<file path="src/fkp_defs.svh">
// Constants for the flash key, program and erase controller
// Operation
// - Programming only clears bits; only an erase sets them back to one.
// - Erase acts on a whole 512-byte page, leaving all bytes 0xff.
// - Program and erase are timed internally; no polling needed.
// - Core execution is stalled while an operation is in progress.
// - Firmware operations are allowed only after key codes 0xa5 then 0xf1; debug port programs need no key.
// - No timing limit or spacing between the two key writes.
// - Wrong key value or order locks out firmware operations until reset.
// - A firmware operation attempted before unlock also locks out firmware operations.
// - Each firmware operation re-locks when it starts; a fresh unlock is needed.
// - Write enable set redirects data-memory writes to flash.
// - Write enable stays set until software clears it.
// - Erase enable plus write enable erases the whole addressed page.
// - Write enable alone programs exactly the addressed byte.
// - Data-memory reads always go to external RAM; flash read by code reads.
// - Flash programs one byte at a time, by debug port or firmware.
`ifndef FKP_DEFS_SVH
`define FKP_DEFS_SVH
`define FKP_KEY_FIRST 8'ha5
`define FKP_KEY_SECOND 8'hf1
`define FKP_ERASED_BYTE 8'hff
`define FKP_PSC_WE_BIT 0
`define FKP_PSC_EE_BIT 1
`define FKP_PAGE_BYTES 512
`define FKP_PROG_TIME_NS 20000
`define FKP_ERASE_TIME_NS 20000000
`define FKP_CLK_PERIOD_NS 10
`define FKP_PROG_CYCLES ((`FKP_PROG_TIME_NS + `FKP_CLK_PERIOD_NS - 1) / `FKP_CLK_PERIOD_NS)
`define FKP_ERASE_CYCLES ((`FKP_ERASE_TIME_NS + `FKP_CLK_PERIOD_NS - 1) / `FKP_CLK_PERIOD_NS)
`endif

</file>
<file path="src/fkp_pkg.sv">
// Types for the flash key, program and erase controller
package fkp_pkg;
    typedef enum logic [1:0] {
        KEY_IDLE,
        KEY_HALF,
        KEY_OPEN,
        KEY_LOCKED
    } fkp_key_t;
    typedef enum logic [1:0] {
        OP_IDLE,
        OP_PROG,
        OP_ERASE
    } fkp_op_t;
    // Core write request to the data-memory space
    typedef struct packed {
        logic valid;
        logic [15:0] addr;
        logic [7:0] data;
    } fkp_wr_t;
endpackage

</file>
<file path="src/fkp_timer.sv">
// Down counter that times one flash operation
`timescale 1ns/100ps
module fkp_timer #(
    parameter int CW = 32
) (
    input wire logic clk,
    input wire logic rst,
    input wire logic start,
    input wire logic [CW-1:0] cycles,
    output logic done
);
    logic [CW-1:0] cnt_q;
    logic [CW-1:0] cnt_d;
    logic run_q;
    logic run_d;
    logic done_d;

    // Load on start, count to one, pulse done
    always_comb
    begin
        cnt_d = cnt_q;
        run_d = run_q;
        done_d = 1'b0;
        if (start)
        begin
            cnt_d = cycles;
            run_d = 1'b1;
        end
        else if (run_q)
        begin
            if (cnt_q <= {{(CW-1){1'b0}}, 1'b1})
            begin
                run_d = 1'b0;
                done_d = 1'b1;
            end
            else
            begin
                cnt_d = cnt_q - {{(CW-1){1'b0}}, 1'b1};
            end
        end
    end

    // Counter registers
    always_ff @(posedge clk or posedge rst)
    begin
        if (rst)
        begin
            cnt_q <= '0;
            run_q <= 1'b0;
            done <= 1'b0;
        end
        else
        begin
            cnt_q <= cnt_d;
            run_q <= run_d;
            done <= done_d;
        end
    end
endmodule

</file>
<file path="src/fkp_ctrl.sv">
// Flash key lock, program-write and page-erase sequencer
`timescale 1ns/100ps
`include "fkp_defs.svh"
module fkp_ctrl #(
    parameter int AW = 16,
    parameter int PAGE_BYTES = `FKP_PAGE_BYTES,
    parameter int PROG_CYCLES = `FKP_PROG_CYCLES,
    parameter int ERASE_CYCLES = `FKP_ERASE_CYCLES
) (
    input wire logic clk,
    input wire logic rst,
    // Control register write from the core
    input wire logic psc_wr,
    input wire logic [7:0] psc_wdata,
    // Key register write from the core
    input wire logic key_wr,
    input wire logic [7:0] key_wdata,
    // Data-memory write and read from the core
    input wire fkp_pkg::fkp_wr_t dmem_wr,
    input wire logic dmem_rd,
    input wire logic [AW-1:0] dmem_rd_addr,
    // Byte program from the debug port
    input wire fkp_pkg::fkp_wr_t dbg_wr,
    // Control state seen by the core
    output logic program_write_enable,
    output logic page_erase_enable,
    output logic key_locked_out,
    output logic stall,
    // External RAM port
    output logic external_ram_wr,
    output logic external_ram_rd,
    output logic [AW-1:0] external_ram_addr,
    output logic [7:0] external_ram_wdata,
    // Flash array command port
    output logic flash_prog,
    output logic flash_erase,
    output logic [AW-1:0] flash_addr,
    output logic [7:0] flash_wdata
);
    localparam int PW = $clog2(PAGE_BYTES);
    localparam int CW = 32;

    fkp_pkg::fkp_key_t key_q;
    fkp_pkg::fkp_key_t key_d;
    fkp_pkg::fkp_op_t op_q;
    fkp_pkg::fkp_op_t op_d;
    logic we_q;
    logic we_d;
    logic ee_q;
    logic ee_d;
    logic start;
    logic [CW-1:0] cycles;
    logic done;
    logic busy;
    logic redirect;
    logic external_ram_wr_d;
    logic external_ram_rd_d;
    logic [AW-1:0] external_ram_addr_d;
    logic [7:0] external_ram_wdata_d;
    logic fprog_d;
    logic ferase_d;
    logic [AW-1:0] faddr_d;
    logic [7:0] fdata_d;
    logic stall_d;
    logic locked_q;
    logic locked_d;

    // First address of the page holding an address
    function automatic logic [AW-1:0] page_base(input logic [AW-1:0] a);
        page_base = {a[AW-1:PW], {PW{1'b0}}};
    endfunction

    assign busy = (op_q != fkp_pkg::OP_IDLE);
    assign redirect = dmem_wr.valid && we_q;

    // Control bits, key lock and operation state
    always_comb
    begin
        we_d = we_q;
        ee_d = ee_q;
        key_d = key_q;
        op_d = op_q;
        start = 1'b0;
        cycles = CW'(PROG_CYCLES);
        fprog_d = 1'b0;
        ferase_d = 1'b0;
        faddr_d = flash_addr;
        fdata_d = flash_wdata;
        if (psc_wr)
        begin
            we_d = psc_wdata[`FKP_PSC_WE_BIT];
            ee_d = psc_wdata[`FKP_PSC_EE_BIT];
        end
        if (key_wr && key_q != fkp_pkg::KEY_LOCKED)
        begin
            if (key_q == fkp_pkg::KEY_IDLE && key_wdata == `FKP_KEY_FIRST)
                key_d = fkp_pkg::KEY_HALF;
            else if (key_q == fkp_pkg::KEY_HALF && key_wdata == `FKP_KEY_SECOND)
                key_d = fkp_pkg::KEY_OPEN;
            else
                key_d = fkp_pkg::KEY_LOCKED;
        end
        if (done)
        begin
            op_d = fkp_pkg::OP_IDLE;
        end
        if (!busy && redirect && key_q != fkp_pkg::KEY_LOCKED)
        begin
            if (key_q != fkp_pkg::KEY_OPEN)
            begin
                key_d = fkp_pkg::KEY_LOCKED;
            end
            else
            begin
                key_d = fkp_pkg::KEY_IDLE;
                start = 1'b1;
                faddr_d = dmem_wr.addr[AW-1:0];
                fdata_d = dmem_wr.data;
                if (ee_q)
                begin
                    op_d = fkp_pkg::OP_ERASE;
                    cycles = CW'(ERASE_CYCLES);
                    ferase_d = 1'b1;
                    faddr_d = page_base(dmem_wr.addr[AW-1:0]);
                    fdata_d = `FKP_ERASED_BYTE;
                end
                else
                begin
                    op_d = fkp_pkg::OP_PROG;
                    fprog_d = 1'b1;
                end
            end
        end
        else if (!busy && !redirect && dbg_wr.valid)
        begin
            op_d = fkp_pkg::OP_PROG;
            start = 1'b1;
            fprog_d = 1'b1;
            faddr_d = dbg_wr.addr[AW-1:0];
            fdata_d = dbg_wr.data;
        end
        // Lockout flag follows the next key state
        locked_d = (key_d == fkp_pkg::KEY_LOCKED);
    end

    fkp_timer #(
        .CW(CW)
    ) u_timer (
        .clk(clk),
        .rst(rst),
        .start(start),
        .cycles(cycles),
        .done(done)
    );

    // External RAM path and stall
    always_comb
    begin
        stall_d = (op_d != fkp_pkg::OP_IDLE);
        external_ram_wr_d = dmem_wr.valid && !we_q;
        external_ram_rd_d = dmem_rd;
        external_ram_addr_d = external_ram_addr;
        external_ram_wdata_d = external_ram_wdata;
        if (dmem_rd)
            external_ram_addr_d = dmem_rd_addr;
        if (external_ram_wr_d)
        begin
            external_ram_addr_d = dmem_wr.addr[AW-1:0];
            external_ram_wdata_d = dmem_wr.data;
        end
    end

    // State registers
    always_ff @(posedge clk or posedge rst)
    begin
        if (rst)
        begin
            key_q <= fkp_pkg::KEY_IDLE;
            op_q <= fkp_pkg::OP_IDLE;
            we_q <= 1'b0;
            ee_q <= 1'b0;
            stall <= 1'b0;
            external_ram_wr <= 1'b0;
            external_ram_rd <= 1'b0;
            external_ram_addr <= '0;
            external_ram_wdata <= 8'h00;
            flash_prog <= 1'b0;
            flash_erase <= 1'b0;
            flash_addr <= '0;
            flash_wdata <= 8'h00;
            locked_q <= 1'b0;
        end
        else
        begin
            key_q <= key_d;
            op_q <= op_d;
            we_q <= we_d;
            ee_q <= ee_d;
            stall <= stall_d;
            external_ram_wr <= external_ram_wr_d;
            external_ram_rd <= external_ram_rd_d;
            external_ram_addr <= external_ram_addr_d;
            external_ram_wdata <= external_ram_wdata_d;
            // Array ANDs programmed data into the cell
            flash_prog <= fprog_d;
            flash_erase <= ferase_d;
            flash_addr <= faddr_d;
            flash_wdata <= fdata_d;
            locked_q <= locked_d;
        end
    end

    assign program_write_enable = we_q;
    assign page_erase_enable = ee_q;
    assign key_locked_out = locked_q;
endmodule

</file>
<file path="config.mk">
export PLATFORM = sky130hd
export DESIGN_NAME = fkp_ctrl
export DESIGN_NICKNAME = d
export VERILOG_FILES = /design/src/fkp_pkg.sv /design/src/fkp_timer.sv /design/src/fkp_ctrl.sv
export VERILOG_INCLUDE_DIRS = /design/src
export SDC_FILE = /design/constraint.sdc
export NUM_CORES = 1
export LEC_CHECK = 0
export ABC_AREA = 0
export BUFFER_PORTS_ARGS = -buffer_cell sky130_fd_sc_hd__buf_2
export CORE_ASPECT_RATIO = 1.1
export CORE_MARGIN = 5
export CORE_UTILIZATION = 45
export DETAILED_ROUTE_END_ITERATION = 6
export PLACE_DENSITY = 0.71
export SLEW_MARGIN = 0
export SYNTH_ARGS = -nofsm -noshare
export SYNTH_HDL_FRONTEND = slang
export SYNTH_SLANG_ARGS = --single-unit
</file>
<file path="constraint.sdc">
create_clock -name clk -period 3.8 [get_ports clk]
set_input_delay 0.95 -clock clk [delete_from_list [all_inputs] [get_ports clk]]
set_output_delay 0.95 -clock clk [all_outputs]
set_load 0.05 [all_outputs]
</file>
# --- Word-level counts from Yosys, hierarchy flattened ---
# Index checks and enable logic that the tools add are counted.
totals:
  out_inout_bits: 56
  wordCells: 88
  register_bits: 94
classes:
  n_mux: 41
  addsub: 1
  n_lt_le_gt_ge: 1
  reduce_logical: 20
  n_eq_ne: 8
ops:
  columns: ["op", "n"]
  rows:
  - ["32-bit 2-to-1 mux", 3]
  - ["16-bit 2-to-1 mux", 5]
  - ["21-bit 2-to-1 mux", 3]
  - ["32-bit by 1-bit less-or-equal comparator with 1-bit output, second input constant", 1]
  - ["8-bit 2-to-1 mux", 4]
  - ["32-bit by 1-bit subtractor with 32-bit output, second input constant", 1]
  - ["2-bit 2-to-1 mux", 9]
  - ["8-bit == test, second input constant", 2]
  - ["1-bit 2-to-1 mux", 16]
  - ["2-bit nonzero test", 5]
  - ["1-bit logical AND", 9]
  - ["9-bit 2-to-1 mux", 1]
  - ["2-bit inequality test, second input constant", 4]
  - ["2-bit AND reduction", 2]
  - ["1-bit logical NOT", 3]
  - ["2-bit by 1-bit == test with 1-bit output, second input constant", 1]
  - ["2-bit == test, second input constant", 1]
  - ["2-bit logical NOT", 1]

# --- Logic depth before layout (Yosys ltp) ---
depth:
  word_depth: 8
  depth_mapped: 10

# --- Hierarchy ---
# A second synthesis with hierarchy kept.
unflattened:
  cells_unflattened: 496
  hier_area_um2: 4907.2
modules_own_cells:
  columns: ["mod", "area_per_inst_um2", "n_inst", "cells_each"]
  rows:
  - ["fkp_ctrl", 2798.9, 1, 260]
  - ["fkp_timer", 2108.3, 1, 236]

# --- Worst setup path after synthesis ---
# No wires, ideal clock.
synth_path:
  kind: "input to register"
  startpoint: "input port dmem_wr[24] (netlist name)"
  endpoint: "register flash_addr[15]"
  slack_ns: 1.159
  path_stages: 6
  path_buffers: 2
  t_arrival_ns: 2.492
  setup_time_ns: 0.149
  t_required_ns: 3.651
  path_cell_list: "nor4bb_1 > and3_1 > a21o_1 > clkbuf_1 > clkbuf_1 > a31oi_1"
synth_via:
  elab_chain_cells: 6
  word_cells_on_any_way: 10
synth_lines:
  columns: ["item", "line_no", "text"]
  rows:
  - ["start, declared", "fkp_ctrl.sv:19", "input wire fkp_pkg::fkp_wr_t dmem_wr,"]
  - ["1-bit logical AND (*)", "fkp_ctrl.sv:74", "assign redirect = dmem_wr.valid && we_q;"]
  - ["1-bit logical NOT", "fkp_ctrl.sv:134", "else if (!busy && !redirect && dbg_wr.valid)"]
  - ["1-bit logical AND (2 in a row)", "fkp_ctrl.sv:134", null]
  - ["2-bit nonzero test (no line)", null, null]
  - ["2-bit AND reduction (no line)", null, null]
  - ["end signal, assigned", "fkp_ctrl.sv:207", "flash_addr <= faddr_d;"]
  - ["end, declared", "fkp_ctrl.sv:37", "output logic [AW-1:0] flash_addr,"]
# Mark *: on every way between the ends. The rest lies on a longest branch, timed or not.
# A chain may end at the register's enable or synchronous reset.

# --- Worst setup path in the final report ---
layout_path:
  startpoint: "register u_timer.cnt_q[16]"
  endpoint: "register u_timer.cnt_q[18]"
layout_via:
  elab_chain_cells: 4
  word_cells_on_any_way: 7
layout_lines:
  columns: ["item", "line_no", "text"]
  rows:
  - ["start, declared", "fkp_timer.sv:12", "logic [CW-1:0] cnt_q;"]
  - ["start signal, assigned", "fkp_timer.sv:54", "cnt_q <= cnt_d;"]
  - ["32-bit by 1-bit subtractor with 32-bit output", "fkp_timer.sv:38", "cnt_d = cnt_q - {{(CW-1){1'b0}}, 1'b1};"]
  - ["32-bit 2-to-1 mux", "fkp_timer.sv:31", "if (cnt_q <= {{(CW-1){1'b0}}, 1'b1})"]
  - ["32-bit 2-to-1 mux", "fkp_timer.sv:29", "else if (run_q)"]
  - ["32-bit 2-to-1 mux", "fkp_timer.sv:24", "if (start)"]
# Parallel ways exist; a longest one is shown, timed or not. The select of a mux whose other input is x is not followed.

==> reports/results.tsv <==
stage	metric	value	unit
logic_synthesis	synth-main-ff-cell	dfrtp_1	
timing	drv_slew	0	
clock_tree	clockBufferDepth	2	
clock_tree	clkLatencyLatePin	0.34	ns
floorplan	row_count	39	
placement	io_buffers	136	
setup_path	worstSetupStartpointType	register	
flow_run	cap_violations	0	
drt	remaining_drc_errors	0	
logic_synthesis	synthDistinctLibCells	54	
grt	grt_max_degree	57	
setup_path	slowest_delay	0.62	ns
logic_synthesis	ys_ff_latch	94	
logic_synthesis	yosysWarningCount	0	
drt	routed_via_density	5.53	
drt	drt-pass1-iter-count	5	
setup_path	worst-path-buf-inv	1	
timing	fmax	366	MHz
placement	place_hpwl	9000	um
status	status	finished, final reports clean	
timing	relSlewSlack	41.8	%
floorplan	dieArea	12600	um^2
layout	antenna_cells	0	
grt	groute.usage.overall	20.3	%
timing	fin_skew	0.00579	ns
logic_synthesis	synthCells	476	
timing	setup_ws	1.06	ns
placement	place_area	5510	um^2
layout	fin_area	5840	um^2
logic_synthesis	yosysSeqAreaShare	50.2	%
clock_tree	cts.sinks	94	
logic_synthesis	synth_edf_count	0	
setup_path	cp.required	4.03	ns
clock_tree	htreeDepth	3	
drt	vias	4162	
placement	pre_cts_ws	0.820	ns
power_and_ir_drop	power_leakage	0.00263	uW
clock_tree	cts_hold_buf	0	
clock_tree	cts_tree	built	
setup_path	endpoint_kind	register	
logic_synthesis	synth_largest_area_cell	dfrtp_1	
layout	syn2layout_area_growth	24.5	%
grt	grt_pass1_vias	4135	
layout	nFillCells	918	
clock_tree	numCtsBuffers	9	
drt	drtIter0Drc	267	
logic_synthesis	synthDominantCellAreaShare	50.2	%
power_and_ir_drop	irDropWorstVdd	0.000284	V
timing	hold_viol_final	0	
layout	drive_above_1_share	31.9	%
grt	antenna_found_initial	0	
setup_path	worst_path_max_delay_cell	or4_4	
floorplan	core_area	10300	um^2
setup_path	crit_top_cell	or4_4	
layout	regArea	2350	um^2
clock_tree	path_clk_slew	0.06	ns
floorplan	ios	143	
placement	place_congestion	0.864	
setup_path	arrival	2.96	ns
logic_synthesis	syn-cell-area	4690	um^2
clock_tree	cts_root_buffer	clkbuf_16	
drt	ant_nets	0	
timing	setup_violations	0	
drt	wl	12100	um
grt	grt_pass1_wl	20500	um
drt	wire_per_inst	16.2	um
clock_tree	post_cts_buffers	0	
timing	fin_setup_tns	0	ns
setup_path	cp_cell_sequence	or4_4 > or4_4 > o31ai_4 > buf_4 > a22oi_1 > o211a_1	
timing	fin_crit	2.74	ns
timing	rsz0062_at_grt	false	
timing	fin_crit_sh	72.0	%
logic_synthesis	synthArstFlopShare	100	%
layout	nNetsFinal	693	
layout	multi_input_area	2170	um^2
logic_synthesis	syn_nets	565	
floorplan	start_util	45.5	%
power_and_ir_drop	p_per_area	475	nW/um^2
setup_path	cpLargestDelayFamily	simple AND/OR/NAND/NOR gates	
setup_path	path_max_fanout	26	
logic_synthesis	synth_area_per_cell	9.85	um^2
floorplan	dieHeight	117	um
timing	tightest_slew	0.869	ns
setup_path	critical_path_class	reg2reg	
clock_tree	ctsResizeCount	0	
layout	final_core_utilization	56.7	%
min_path	holdCritPathClass	reg2reg	
logic_synthesis	synth_top_cells_by_area	dfrtp_1 (50%), o21ai_0 (5.2%), nand2_1 (5.0%), or4_1 (3.8%), mux2i_1 (3.6%)	
grt	grt-ovfl-total	0	
floorplan	die_x	107	um
-- worst reg2reg max path, stage by stage, from the launching register on --
cell,delay [ns]
dfrtp_1,0.42
or4_4,0.56
or4_4,0.62
o31ai_4,0.32
buf_4,0.33
a22oi_1,0.15
o211a_1,0.23
-- layout by cell type, fill, tap and decap left out, types with 2 or more instances in the layout --
cell        netlist  layout
nand3_1          10      10
clkinvlp_4        0       2
or4_4             2       2
o31ai_1          16      16
nor4_4            2       2
nor2_1           22      22
or4_1            24      24
mux2_2           10      10
o21ai_0          49      49
nor4_1            9       9
a211oi_1          2       2
nand4_1           3       3
or2_2             5       5
ha_1              2       2
clkbuf_16         0       9
o211a_1           2       2
a31oi_1          11      11
buf_4             0       9
a2bb2oi_1         3       3
or3_1            17      17
bufinv_16         0       2
a21oi_1          20      19
a22oi_1           3       3
nor3_1            4       4
clkinv_2          0       3
o22a_1            3       3
xnor2_1           2       2
nand2_1          63      63
dfrtp_1          94      94
mux2i_1          17      17
nor3b_1          10      10
inv_1            11      10
and3_1            2       2
and2_1            2       2
a21oi_2           7       7
buf_2             2     136
-- through the flow --
step | cells | total power, uW | hold WS, ns
after detailed placement | 736 | 1820 | 0.469
after CTS | 752 | 2790 | 0.478
after floorplan | 476 | 1640 | 0.436
after global routing | 752 | 2910 | 0.502
final | 752 | 2770 | 0.477
after global placement | 736 | 1810 | 0.452
-- where the power goes --
group | total [uW] | switching (uW) | internal [uW] | leakage, uW
clock | 967 | 375 | 592 | 0.000154
sequential | 1210 | 98.9 | 1110 | 0.00112
combinational | 599 | 410 | 190 | 0.00136
total | 2770 | 883 | 1890 | 0.00263
-- per-layer routing --
layer | GRT usage (%) | wire length (um)
met2 | 33.9 | 6190
met5 | 0 | 0
met3 | 4.55 | 809
met4 | 8.87 | 203
met1 | 25.6 | 4950
-- worst paths after layout --
check                                                   start                                end  slack (ns)  cells after the start
max in group asynchronous                                 rst  external_ram_addr[13]$_DFFE_PP0P_        2.40                      3
worst max-delay path            u_timer.cnt_q[16]$_DFFE_PP0P_      u_timer.cnt_q[18]$_DFFE_PP0P_        1.06                      6
worst min register to register         u_timer.done$_DFF_PP0_                  op_q[0]$_DFF_PP0_        0.48                      1
min in group asynchronous                                 rst           key_locked_out$_DFF_PP0_        0.69                      2
worst max register to register  u_timer.cnt_q[16]$_DFFE_PP0P_      u_timer.cnt_q[18]$_DFFE_PP0P_        1.06                      6
worst min-delay path                   u_timer.done$_DFF_PP0_                  op_q[0]$_DFF_PP0_        0.48                      1
-- area by class of cell --
| type | count | area share [%] |
|---|---|---|
| inverters | 11 | 0.729 |
| multi-input cells | 342 | 37.2 |
| clock buffers | 10 | 4.09 |
| flip-flops and latches | 94 | 40.3 |
| repair buffers | 146 | 13.2 |
| clock inverters | 6 | 1.46 |
| well taps | 143 | 3.07 |
-- Yosys cell counts, types with 2 or more instances --
| cell | n |
|---|---|
| ha_1 | 2 |
| buf_6 | 2 |
| mux2i_1 | 17 |
| o21ai_0 | 49 |
| a21oi_1 | 20 |
| a211oi_1 | 2 |
| and2_1 | 2 |
| o211a_1 | 2 |
| o22a_1 | 3 |
| a2bb2oi_1 | 3 |
| nor4_1 | 9 |
| buf_2 | 2 |
| clkbuf_1 | 22 |
| xnor2_1 | 2 |
| nor2_1 | 22 |
| or4_4 | 2 |
| a22oi_1 | 3 |
| nand2_1 | 63 |
| dfrtp_1 | 94 |
| inv_1 | 11 |
| a31oi_1 | 11 |
| o31ai_1 | 16 |
| mux2_2 | 10 |
| nor2b_1 | 2 |
| a21oi_2 | 7 |
| nor3b_1 | 10 |
| nor3_1 | 4 |
| nand3_1 | 10 |
| or3_1 | 17 |
| nor4_4 | 2 |
| or2_2 | 5 |
| nand4_1 | 3 |
| buf_1 | 2 |
| or4_1 | 24 |
| and3_1 | 2 |
-- registers in the layout (all words and copies together), names as in the netlist, 2 cells and up --
| name | cells |
|---|---|
| key_q | 2 |
| u_timer.cnt_q | 32 |
| op_q | 2 |
| external_ram_wdata | 8 |
| external_ram_addr | 16 |
| flash_addr | 16 |
| flash_wdata | 8 |
-- logic make-up (layout without fill, tap and decap cells) --
logic type,after synthesis,in the layout,share of synthesized area [%]
xor+xnor,3,3,0.561
mux,27,27,6.03
simple gates,185,185,21.9
compound gates,125,125,16.9
buf+inv,40,173,3.82
flops,94,94,50.2
fa+ha+maj,2,2,0.534
Power figures use the tool's default switching activity.
